### src/mis_pkg.sv
// Constants, register map and types for the monitor serial slave port.
package mis_pkg;

  // Internal register addresses reached through the 32-bit serial command.
  localparam logic [9:0]  REG_ADDR_MEAS   = 10'h038;
  localparam logic [9:0]  REG_ADDR_OVR    = 10'h043;
  localparam logic [9:0]  REG_ADDR_RAW    = 10'h070;
  localparam logic [15:0] MEAS_RESET      = 16'h0000;
  localparam logic [15:0] OVR_RESET       = 16'h0000;
  localparam int          OVR_EN_BIT      = 15;
  localparam int          OVR_ADDR_LSB    = 0;
  localparam int          MEAS_CODE_LSB   = 12;
  localparam int          ADDR_PM_BIT     = 2;

  // Layout of the 32-bit internal register command word.
  localparam int          CMD_DATA_LSB    = 0;
  localparam int          CMD_ADDR_LSB    = 16;
  localparam int          CMD_OP_LSB      = 26;
  localparam logic [3:0]  OP_READ         = 4'h1;
  localparam logic [3:0]  OP_WRITE        = 4'h2;
  localparam logic [2:0]  CMD_LAST_BYTE   = 3'h3;

  // PMBus command codes and fixed values.
  localparam logic [7:0]  PM_PAGE         = 8'h00;
  localparam logic [7:0]  PM_CLEAR_FAULT  = 8'h03;
  localparam logic [7:0]  PM_VOUT_MODE    = 8'h20;
  localparam logic [7:0]  PM_READ_VOUT    = 8'h8B;
  localparam logic [7:0]  PM_READ_TEMP    = 8'h8D;
  localparam logic [7:0]  PM_RAW_SUPPLY   = 8'hD4;
  localparam logic [7:0]  PAGE_ALL        = 8'hFF;
  localparam logic [7:0]  PAGE_RESET      = 8'h01;
  localparam logic [7:0]  VOUT_MODE_BYTE  = 8'h12;
  localparam logic [7:0]  TX_IDLE_BYTE    = 8'hFF;
  localparam int          L11_MANT_W      = 11;
  localparam int          L11_EXP_W       = 5;

  // Slave address per measurement code, I2C form, first monitor site.
  localparam logic [6:0]  ADDR_LUT [16] = '{
    7'h32, 7'h0B, 7'h13, 7'h1B, 7'h23, 7'h2B, 7'h33, 7'h3B,
    7'h43, 7'h4B, 7'h53, 7'h5B, 7'h63, 7'h6B, 7'h73, 7'h3A
  };

  typedef enum logic [2:0] {
    ST_IDLE   = 3'b000,
    ST_ADDR   = 3'b001,
    ST_ACK    = 3'b010,
    ST_RX     = 3'b011,
    ST_TX     = 3'b100,
    ST_MACK   = 3'b101,
    ST_IGNORE = 3'b110
  } mis_state_t;

  typedef enum logic [1:0] {
    MD_NONE = 2'b00,
    MD_I2C  = 2'b01,
    MD_PM   = 2'b10
  } mis_mode_t;

endpackage : mis_pkg

### src/mis_slave.sv
// Serial I2C and PMBus slave port of the on-chip monitor.
`timescale 1ns/10ps

module mis_slave
  import mis_pkg::*;
(
  input  wire logic        mclk,
  input  wire logic        nrst,
  input  wire logic        scl_i,
  input  wire logic        sda_i,
  output logic             sda_o,
  output logic             sda_oe_n,
  input  wire logic        cfg_done,
  input  wire logic        adc_eoc,
  input  wire logic [15:0] adc_data,
  input  wire logic [15:0] supply_code,
  input  wire logic [10:0] temp_mant,
  input  wire logic [4:0]  temp_exp,
  output logic [5:0]       sense_chan,
  output logic             fault_clear,
  output logic             fault_clear_all
);

  logic [1:0]  rst_sync;
  logic        rst_n;
  logic        scl_meta;
  logic        scl_s;
  logic        scl_d;
  logic        sda_meta;
  logic        sda_s;
  logic        sda_d;
  mis_state_t  state;
  mis_state_t  next_state;
  mis_mode_t   mode;
  mis_mode_t   next_mode;
  logic [3:0]  cnt;
  logic [3:0]  next_cnt;
  logic [7:0]  sh;
  logic [7:0]  next_sh;
  logic        next_oe_n;
  logic        ack_ph;
  logic        next_ack_ph;
  logic        rd;
  logic        next_rd;
  logic        m_acked;
  logic        next_m_acked;
  logic [2:0]  bidx;
  logic [2:0]  next_bidx;
  logic [15:0] meas;
  logic        meas_taken;
  logic [15:0] ovr;
  logic [31:0] cmd;
  logic [15:0] drp_rdata;
  logic [7:0]  pm_cmd;
  logic [7:0]  page;
  logic [15:0] rsp;

  // Reset is released through two flops so every flop leaves reset together.
  always_ff @(posedge mclk or negedge nrst) begin
    if (!nrst) begin
      rst_sync <= 2'b00;
    end else begin
      rst_sync <= {rst_sync[0], 1'b1};
    end
  end
  assign rst_n = rst_sync[1];

  // Both bus lines come from outside and pass two flops before any use.
  always_ff @(posedge mclk or negedge rst_n) begin
    if (!rst_n) begin
      scl_meta <= 1'b1;
      scl_s    <= 1'b1;
      scl_d    <= 1'b1;
      sda_meta <= 1'b1;
      sda_s    <= 1'b1;
      sda_d    <= 1'b1;
    end else begin
      scl_meta <= scl_i;
      scl_s    <= scl_meta;
      scl_d    <= scl_s;
      sda_meta <= sda_i;
      sda_s    <= sda_meta;
      sda_d    <= sda_s;
    end
  end

  wire scl_rise  = scl_s & ~scl_d;
  wire scl_fall  = ~scl_s & scl_d;
  wire start_det = scl_s & scl_d & sda_d & ~sda_s;
  wire stop_det  = scl_s & scl_d & ~sda_d & sda_s;

  wire       ovr_active = ovr[OVR_EN_BIT] & cfg_done;
  wire [3:0] meas_code  = meas[MEAS_CODE_LSB +: 4];
  wire [6:0] lut_addr   = ADDR_LUT[meas_code];
  wire [6:0] base_addr  = ovr_active ? ovr[OVR_ADDR_LSB +: 7] : lut_addr;
  wire [6:0] i2c_addr   = {base_addr[6:3], 1'b0, base_addr[1:0]};
  wire [6:0] pm_addr    = {base_addr[6:3], 1'b1, base_addr[1:0]};

  wire [7:0] rx_byte   = {sh[6:0], sda_s};
  wire       last_bit  = scl_rise & (cnt == 4'h7);
  wire       addr_done = (state == ST_ADDR) & last_bit & ~stop_det & ~start_det;
  wire       addr_rd   = addr_done & sda_s;
  wire       hit_i2c   = (sh[6:0] == i2c_addr);
  wire       hit_pm    = (sh[6:0] == pm_addr);
  wire       rx_done   = (state == ST_RX) & last_bit & ~stop_det & ~start_det;
  wire [2:0] bidx_inc  = (bidx == 3'h7) ? bidx : bidx + 3'h1;

  wire [31:0] cmd_word  = {rx_byte, cmd[23:0]};
  wire [3:0]  cmd_op    = cmd_word[CMD_OP_LSB +: 4];
  wire [9:0]  cmd_addr  = cmd_word[CMD_ADDR_LSB +: 10];
  wire [15:0] cmd_data  = cmd_word[CMD_DATA_LSB +: 16];
  wire        i2c_rx    = rx_done & (mode == MD_I2C);
  wire        cmd_exec  = i2c_rx & (bidx == CMD_LAST_BYTE);
  wire        ovr_wr    = cmd_exec & (cmd_op == OP_WRITE) & (cmd_addr == REG_ADDR_OVR);
  wire        drp_rd_en = cmd_exec & (cmd_op == OP_READ);
  wire [15:0] drp_rd    = (cmd_addr == REG_ADDR_MEAS) ? meas :
                          (cmd_addr == REG_ADDR_OVR)  ? ovr :
                          (cmd_addr == REG_ADDR_RAW)  ? supply_code : 16'h0000;

  wire        pm_rx     = rx_done & (mode == MD_PM);
  wire        pm_cmd_wr = pm_rx & (bidx == 3'h0);
  wire        page_wr   = pm_rx & (bidx == 3'h1) & (pm_cmd == PM_PAGE);
  wire        clr_hit   = pm_cmd_wr & (rx_byte == PM_CLEAR_FAULT);

  wire page_valid = (page == 8'h01) | (page == 8'h02) | (page == 8'h06) |
                    ((page >= 8'h0D) & (page <= 8'h0F)) |
                    ((page >= 8'h20) & (page <= 8'h23));
  wire [5:0]  page_chan = page_valid ? page[5:0] : 6'h00;

  // raw code times three quarters gives the 2^-14 scale
  wire [17:0] vout_prod = {2'b00, supply_code} * 18'h0_0003;
  wire [15:0] vout_l16  = vout_prod[17:2];
  wire [15:0] temp_l11  = {temp_exp[L11_EXP_W-1:0], temp_mant[L11_MANT_W-1:0]};
  wire [15:0] pm_resp   = (pm_cmd == PM_PAGE)       ? {8'h00, page} :
                          (pm_cmd == PM_VOUT_MODE)  ? {8'h00, VOUT_MODE_BYTE} :
                          (pm_cmd == PM_READ_VOUT)  ? vout_l16 :
                          (pm_cmd == PM_READ_TEMP)  ? temp_l11 :
                          (pm_cmd == PM_RAW_SUPPLY) ? supply_code : 16'h0000;

  wire [7:0]  tx_byte   = (bidx == 3'h0) ? rsp[7:0] :
                          (bidx == 3'h1) ? rsp[15:8] : TX_IDLE_BYTE;

  always_comb begin
    next_state   = state;
    next_mode    = mode;
    next_cnt     = cnt;
    next_sh      = sh;
    next_oe_n    = sda_oe_n;
    next_ack_ph  = ack_ph;
    next_rd      = rd;
    next_m_acked = m_acked;
    next_bidx    = bidx;
    if (stop_det) begin
      next_state  = ST_IDLE;
      next_oe_n   = 1'b1;
      next_ack_ph = 1'b0;
    end else if (start_det) begin
      // A repeated start reopens address phase but keeps the command bytes.
      next_state  = ST_ADDR;
      next_cnt    = 4'h0;
      next_oe_n   = 1'b1;
      next_ack_ph = 1'b0;
      next_bidx   = 3'h0;
    end else begin
      case (state)
        ST_IDLE: begin
          next_oe_n = 1'b1;
        end
        ST_ADDR: begin
          if (scl_rise) begin
            next_sh  = rx_byte;
            next_cnt = cnt + 4'h1;
            if (cnt == 4'h7) begin
              next_cnt = 4'h0;
              next_rd  = sda_s;
              if (hit_i2c) begin
                next_mode  = MD_I2C;
                next_state = ST_ACK;
              end else if (hit_pm) begin
                next_mode  = MD_PM;
                next_state = ST_ACK;
              end else begin
                next_mode  = MD_NONE;
                next_state = ST_IGNORE;
              end
            end
          end
        end
        ST_ACK: begin
          if (scl_fall) begin
            if (!ack_ph) begin
              next_oe_n   = 1'b0;
              next_ack_ph = 1'b1;
            end else begin
              next_ack_ph = 1'b0;
              next_cnt    = 4'h0;
              if (rd) begin
                next_sh    = {tx_byte[6:0], 1'b0};
                next_oe_n  = tx_byte[7];
                next_state = ST_TX;
              end else begin
                next_oe_n  = 1'b1;
                next_state = ST_RX;
              end
            end
          end
        end
        ST_RX: begin
          if (scl_rise) begin
            next_sh  = rx_byte;
            next_cnt = cnt + 4'h1;
            if (cnt == 4'h7) begin
              next_cnt   = 4'h0;
              next_bidx  = bidx_inc;
              next_state = ST_ACK;
            end
          end
        end
        ST_TX: begin
          if (scl_rise) begin
            next_cnt = cnt + 4'h1;
          end else if (scl_fall) begin
            if (cnt == 4'h8) begin
              next_oe_n  = 1'b1;
              next_cnt   = 4'h0;
              next_state = ST_MACK;
            end else begin
              next_oe_n = sh[7];
              next_sh   = {sh[6:0], 1'b0};
            end
          end
        end
        ST_MACK: begin
          if (scl_rise) begin
            next_m_acked = ~sda_s;
            if (!sda_s) begin
              next_bidx = bidx_inc;
            end
          end else if (scl_fall) begin
            if (m_acked) begin
              next_sh    = {tx_byte[6:0], 1'b0};
              next_oe_n  = tx_byte[7];
              next_cnt   = 4'h0;
              next_state = ST_TX;
            end else begin
              next_state = ST_IGNORE;
            end
          end
        end
        ST_IGNORE: begin
          next_oe_n = 1'b1;
        end
        default: begin
          next_state = ST_IDLE;
          next_oe_n  = 1'b1;
        end
      endcase
    end
  end

  always_ff @(posedge mclk or negedge rst_n) begin
    if (!rst_n) begin
      state    <= ST_IDLE;
      mode     <= MD_NONE;
      cnt      <= 4'h0;
      sh       <= 8'h00;
      sda_oe_n <= 1'b1;
      ack_ph   <= 1'b0;
      rd       <= 1'b0;
      m_acked  <= 1'b0;
      bidx     <= 3'h0;
    end else begin
      state    <= next_state;
      mode     <= next_mode;
      cnt      <= next_cnt;
      sh       <= next_sh;
      sda_oe_n <= next_oe_n;
      ack_ph   <= next_ack_ph;
      rd       <= next_rd;
      m_acked  <= next_m_acked;
      bidx     <= next_bidx;
    end
  end

  // The line is only ever pulled low; a high level is left to the pull-up.
  always_ff @(posedge mclk or negedge rst_n) begin
    if (!rst_n) begin
      sda_o <= 1'b0;
    end else begin
      sda_o <= 1'b0;
    end
  end

  always_ff @(posedge mclk or negedge rst_n) begin
    if (!rst_n) begin
      meas       <= MEAS_RESET;
      meas_taken <= 1'b0;
    end else if (cfg_done & adc_eoc & ~meas_taken) begin
      meas       <= adc_data;
      meas_taken <= 1'b1;
    end
  end

  always_ff @(posedge mclk or negedge rst_n) begin
    if (!rst_n) begin
      ovr <= OVR_RESET;
    end else if (ovr_wr) begin
      ovr <= cmd_data;
    end
  end

  always_ff @(posedge mclk or negedge rst_n) begin
    if (!rst_n) begin
      cmd <= 32'h0000_0000;
    end else if (i2c_rx & ~bidx[2]) begin
      cmd[{bidx[1:0], 3'b000} +: 8] <= rx_byte;
    end
  end

  // read data latched at command end
  always_ff @(posedge mclk or negedge rst_n) begin
    if (!rst_n) begin
      drp_rdata <= 16'h0000;
    end else if (drp_rd_en) begin
      drp_rdata <= drp_rd;
    end
  end

  always_ff @(posedge mclk or negedge rst_n) begin
    if (!rst_n) begin
      pm_cmd <= 8'h00;
      page   <= PAGE_RESET;
    end else begin
      if (pm_cmd_wr) begin
        pm_cmd <= rx_byte;
      end
      if (page_wr) begin
        page <= rx_byte;
      end
    end
  end

  // The reply is frozen at the read address so it cannot tear mid-word.
  always_ff @(posedge mclk or negedge rst_n) begin
    if (!rst_n) begin
      rsp <= 16'h0000;
    end else if (addr_rd & hit_pm) begin
      rsp <= pm_resp;
    end else if (addr_rd & hit_i2c) begin
      rsp <= drp_rdata;
    end
  end

  always_ff @(posedge mclk or negedge rst_n) begin
    if (!rst_n) begin
      sense_chan <= 6'h00;
    end else begin
      sense_chan <= page_chan;
    end
  end

  // fault clear, all supplies on page FFh
  always_ff @(posedge mclk or negedge rst_n) begin
    if (!rst_n) begin
      fault_clear     <= 1'b0;
      fault_clear_all <= 1'b0;
    end else begin
      fault_clear     <= clr_hit;
      fault_clear_all <= clr_hit & (page == PAGE_ALL);
    end
  end

endmodule : mis_slave

### config.mk
export PLATFORM = sky130hd
export DESIGN_NAME = mis_slave
export DESIGN_NICKNAME = d
export VERILOG_FILES = /design/src/mis_pkg.sv /design/src/mis_slave.sv
export SDC_FILE = /design/constraint.sdc
export NUM_CORES = 1
export LEC_CHECK = 0
export BUFFER_PORTS_ARGS = -buffer_cell sky130_fd_sc_hd__buf_2
export CORE_MARGIN = 5
export CORE_UTILIZATION = 45
export CTS_CLUSTER_SIZE = 14
export DETAILED_ROUTE_END_ITERATION = 8
export SYNTH_ARGS = -nofsm -noshare
export SYNTH_HDL_FRONTEND = slang
export SYNTH_SLANG_ARGS = --single-unit
export TNS_END_PERCENT = 20
### constraint.sdc
create_clock -name mclk -period 10.4 [get_ports mclk]
set_clock_uncertainty 0.2 [all_clocks]
set_input_delay 2.08 -clock mclk [delete_from_list [all_inputs] [get_ports mclk]]
set_output_delay 2.08 -clock mclk [all_outputs]
set_load 0.03 [all_outputs]
After elaboration in Yosys (flattened, before gate mapping)
Memories as Yosys holds them, arrays and structs flattened.
Index checks and enable logic that the tools add are counted.
{"block": "classes", "n_addsub": 3, "bitwise_logic": 47, "mul": 1, "n_eq_ne": 65, "n_shift": 2, "order_cmp": 5, "n_mux": 84, "n_reduce_logical": 19}
{"cell": "16-bit two-way mux", "n": 10}
{"cell": "8-bit two-way mux", "n": 12}
{"cell": "3-bit two-way mux", "n": 22}
{"cell": "4-bit inequality test (second input constant)", "n": 12}
{"cell": "4-bit two-way mux", "n": 11}
{"cell": "1-bit AND", "n": 34}
{"cell": "32-bit bitwise mux", "n": 1}
{"cell": "8-bit == test (second input constant)", "n": 4}
{"cell": "8-bit one-hot mux with 4 select lines", "n": 1}
{"cell": "8-bit by 7-bit variable shift with 32-bit output (first input constant)", "n": 1}
{"cell": "8-bit by 7-bit variable part select with 32-bit output", "n": 1}
{"cell": "3-bit inequality test (second input constant)", "n": 8}
{"cell": "7-bit two-way mux", "n": 3}
{"cell": "10-bit by 7-bit == test with 1-bit output (second input constant)", "n": 2}
{"cell": "16-bit by 2-bit multiplier with 18-bit output (second input constant)", "n": 1}
{"cell": "2-bit inequality test (second input constant)", "n": 9}
{"cell": "3-bit one-hot mux with 6 select lines", "n": 1}
{"cell": "8-bit by 2-bit == test with 1-bit output (second input constant)", "n": 2}
{"cell": "1-bit two-way mux", "n": 16}
{"cell": "4-bit one-hot mux with 4 select lines", "n": 1}
{"cell": "7-bit == test", "n": 2}
{"cell": "13-bit AND reduction", "n": 1}
{"cell": "3-bit == test (second input constant)", "n": 4}
{"cell": "12-bit AND reduction", "n": 1}
{"cell": "44 further kinds", "n": 66}
{"block": "word_totals", "n_memories": 1, "ff_bits": 153, "output_inout_bits": 10, "wordCells": 254, "rom_bits": 112}
{"name": "(name not given)", "depth": 16, "width": 7, "rd": 1, "rd_clocked_by_memory_dff": 0, "wr": 0, "line": "mis_slave.sv:94", "source": "wire [6:0] lut_addr = ADDR_LUT[meas_code];"}

Logic depth before layout (Yosys ltp)
{"block": "logic_depth", "depth_word": 13, "depth_mapped": 10, "mapped_depth_nobuf": 8}

Worst setup path after synthesis
OpenSTA, ideal clock, no wires.
{"block": "synth_path", "kind": "input port to flip-flop", "start": "input supply_code[1]", "end": "register rsp[7]", "arrival_ns": 4.012, "n_path_buf": 0, "slack_ns": 6.112, "stages": 8, "required_time_ns": 10.124, "setup_ns": 0.076, "cell_sequence": "and2_1 fa_1 a21oi_1 o21ai_0 o21ba_2 or4_1 a311o_1 o21ai_1"}
{"block": "synth_between", "elab_chain_len": 5}
{"element": "start, declared", "line": "mis_slave.sv:16", "source": "input wire logic [15:0] supply_code,"}
{"element": "16-bit by 2-bit multiplier with 18-bit output", "line": "mis_slave.sv:131", "source": "wire [17:0] vout_prod = {2'b00, supply_code} * 18'h0_0003;"}
{"element": "16-bit two-way mux", "line": "mis_slave.sv:136", "source": "(pm_cmd == PM_READ_VOUT) ? vout_l16 :"}
{"element": "16-bit two-way mux", "line": "mis_slave.sv:135", "source": "(pm_cmd == PM_VOUT_MODE) ? {8'h00, VOUT_MODE_BYTE} :"}
{"element": "16-bit two-way mux", "line": "mis_slave.sv:134", "source": "wire [15:0] pm_resp = (pm_cmd == PM_PAGE) ? {8'h00, page} :"}
{"element": "16-bit two-way mux", "line": "mis_slave.sv:347", "source": "end else if (addr_rd & hit_pm) begin"}
{"element": "end signal, assigned", "line": "mis_slave.sv:348", "source": "rsp <= pm_resp;"}
{"element": "end signal, assigned", "line": "mis_slave.sv:350", "source": "rsp <= drp_rdata;"}
{"element": "end, declared", "line": "mis_slave.sv:56", "source": "logic [15:0] rsp;"}
No other way between the ends.
A chain may end at the register's enable or synchronous reset.

Final worst setup path
Same ends and word-level chain as after synthesis.

==> impl_results.md <==
- Max Clk Rate: 239 MHz
- # IOs: 64
- Synthesized area: 8300 µm²
- Synth-to-Final Area Change: 13.1%
- Pwr Total: 1.86 mW
- Placed Area: 8770 µm²
- Synth top area share: 41.3%
- Reg-to-reg slack, setup: 6.75 ns
- Place WS: 5.81 ns
- Max-cap violations: 0
- Slew Viols, Final: 0
- Antenna cells: 0
- Total number of vias: 6749
- Core area: 18100 µm²
- Reg2Reg Depth: 5
- Cell Chain, Critical Path: buf_2, and2_1, fa_1, a21oi_1, o21ai_0, o21ba_2, or4_1, a311o_1, o21ai_1
- Power density over cell area: 199 nW/µm²
- Inst Count DP: 1116
- Final ANT Viol Nets: 0
- Post-synth EDFFs: 0
- Core Rows: 49
- TritonCTS buffer count: 17
- Worst R2R Start: sh[0]
- Synth Register Bits: 145
- GP Congestion: 0.876
- Worst Hold Path Cells: 0
- Final Cycle Share: 40.2%
- Post-CTS Hold Fix Bufs: 0
- Total track usage: 21.1%
- Synth async-reset ratio: 100%
- CTS Buffer Depth: 2
- Least-Margin Pin Slew: 1.08 ns
- Pin count of the biggest net entering global routing: 78
- Outcome: complete, no violations
- Total Wirelength: 22500 µm
- Critical path's top delay family: compound AO/OA/AOI/OAI gates
- RSZ-0062 raised after global routing: false
- Crit path arrival time: 4.33 ns
- Synth unique cells: 74
- Fillers: 1716
- Worst hold slack: 0.156 ns
- Leakage power: 4.34 nW
- Clk root buf: clkbuf_16
- Dominant synthesized flop cell: dfrtp_1
- CP max stage delay: 0.48 ns
- # nets final: 987
- Synth top area cells: dfrtp_1 41%, mux2_2 7.3%, nand2_1 4.4%
- First-pass GRT wire length: 35700 µm
- Fin util: 51.9%
- CTS tree: yes
- Critical-path top delay cell: or4_1
- Dpl hpwl: 16200 µm
- Vias per cell: 5.88
- Die footprint: 21300 µm²
- HP Start: rst_sync[0]
- Initial antenna violation count: 0
- Clk_lat worst skew: 0.43 ns
- Top-count cell post-synth: dfrtp_1
- Crit-path max FO: 6
- Gate Count Post-Synth: 861
- WS Path Type: input port to flip-flop
- Endpoint class of the critical path: flip-flop
- Setup crit start kind: input port
- Depth of the CTS H-tree: 4
- Die width: 146 µm
- Setup TNS Final: 0 ns
- Synth cell count leaders: 137 x dfrtp_1, 98 x nand2_1, 60 x o21ai_0
- Tmin final: 4.18 ns
- Worst endpoint required time: 10.54 ns
- Worst vdd ir: 0.129 mV
- Clk pin slew, worst setup/hold paths: 0.07 ns
- Fin worst setup slack: 6.22 ns
- Hold EP: rst_sync[1]
- Biggest area consumer among synthesized cells: dfrtp_1
- Yosys warning count: 0
- Iter 0 DRT Violations: 660
- Hold WC Path Type: flip-flop to flip-flop
- Vias in the first global route: 6331
- Initial core utilization: 45.9%
- GRT overflow: 0
- Routed len/inst: 19.6 µm
- CTS resizes: 0
- Post-route DRC: 0
- Design Area, Final: 9390 µm²
- Buf+Inv Stages, Crit Path: 1
- # port buffers: 62
- Fin. Hold Viols: 0
- Chip height: 146 µm
- Seq/Total Area, Yosys: 43.8%
- Drt pass-1 iters: 8
- Rel. slew slack: 27.2%
- Syn Area/Cell: 9.64 µm²
- Final std cells w/o fill: 1148
- Final setup violation count: 0
- Post-CTS Repair Setup Buffers: 0
- CTS sink cnt: 145
- Reg2reg end: ovr[2]
- Share of layout cells above drive strength 1: 19.7%
## layout make-up
class / instances / area (µm²) / share of cell area, %
multi-input combinational: 629 / 4310 / 45.9
sequential: 145 / 3640 / 38.8
clock buffer: 17 / 425 / 4.53
timing repair buffer: 69 / 363 / 3.87
tap: 229 / 287 / 3.05
clock inverter: 15 / 194 / 2.07
inverter: 44 / 165 / 1.76
## cell families (layout without fill, tap and decap cells)
kind of cell | after synthesis | in the layout | synth area share, %
adder cells (fa/ha/maj) | 27 | 27 | 4.16
flip-flops | 145 | 145 | 43.8
AND/OR/NAND/NOR | 287 | 287 | 17.9
AO/OA/AOI/OAI | 217 | 217 | 17.5
buffers and inverters | 88 | 145 | 4.36
XOR/XNOR | 11 | 11 | 1.16
multiplexers | 84 | 84 | 10.9
other | 2 | 3 | 0.0905
## worst max-delay path by stage
| stage | from | to | cells past startpoint |
|---|---|---|---|
| global placement | supply_code[1] | rsp[7] | 9 |
| finish | supply_code[1] | rsp[7] | 9 |
| CTS | supply_code[1] | rsp[7] | 9 |
| global route | supply_code[2] | rsp[14] | 8 |
| floorplan | rst_sync[1] | ack_ph | 0 |
| detailed placement | supply_code[1] | rsp[7] | 9 |
## layer usage
layer	up-vias	track usage, %	wire length [µm]
met5	-	0	0
met4	0	5.41	397
met3	33	5.51	1940
met2	264	30.7	9770
met1	3204	31.2	10400
li1	3248	-	-
## sequential cells by signal, indices dropped and copies added, names as in the netlist, 2 cells and up
name        cells
mode            2
pm_cmd          8
drp_rdata      16
cnt             4
cmd            24
sense_chan      6
rsp            16
page            8
meas           16
state           3
bidx            3
rst_sync        2
ovr            16
sh              8
## power breakdown
| part | switching (mW) | internal, mW |
|---|---|---|
| Clock | 0.272 | 0.366 |
| Sequential | 0.119 | 0.612 |
| Combinational | 0.301 | 0.194 |
| Total | 0.693 | 1.17 |
## worst reg2reg max path: stages, from the launching register on
cell and delay, ns:
dfrtp_1 0.58, or3_4 0.50, nor4_4 0.94, nand3_1 0.19
nor2_2 0.70, mux2_2 0.42
## cells in the final DEF, fill, tap and decap left out, types with 17 or more instances in the layout
master | synthesis | layout
dfrtp_1 | 137 | 136
nor2_1 | 52 | 52
mux2_2 | 54 | 54
nor2b_1 | 17 | 17
ha_1 | 26 | 26
nand2_1 | 98 | 98
inv_1 | 44 | 44
mux2i_1 | 30 | 30
o21ai_0 | 60 | 60
a21oi_1 | 49 | 49
buf_2 | 7 | 62
clkbuf_16 | 0 | 17
a222oi_1 | 18 | 18
Note: power is estimated with default switching activity, not from simulation.
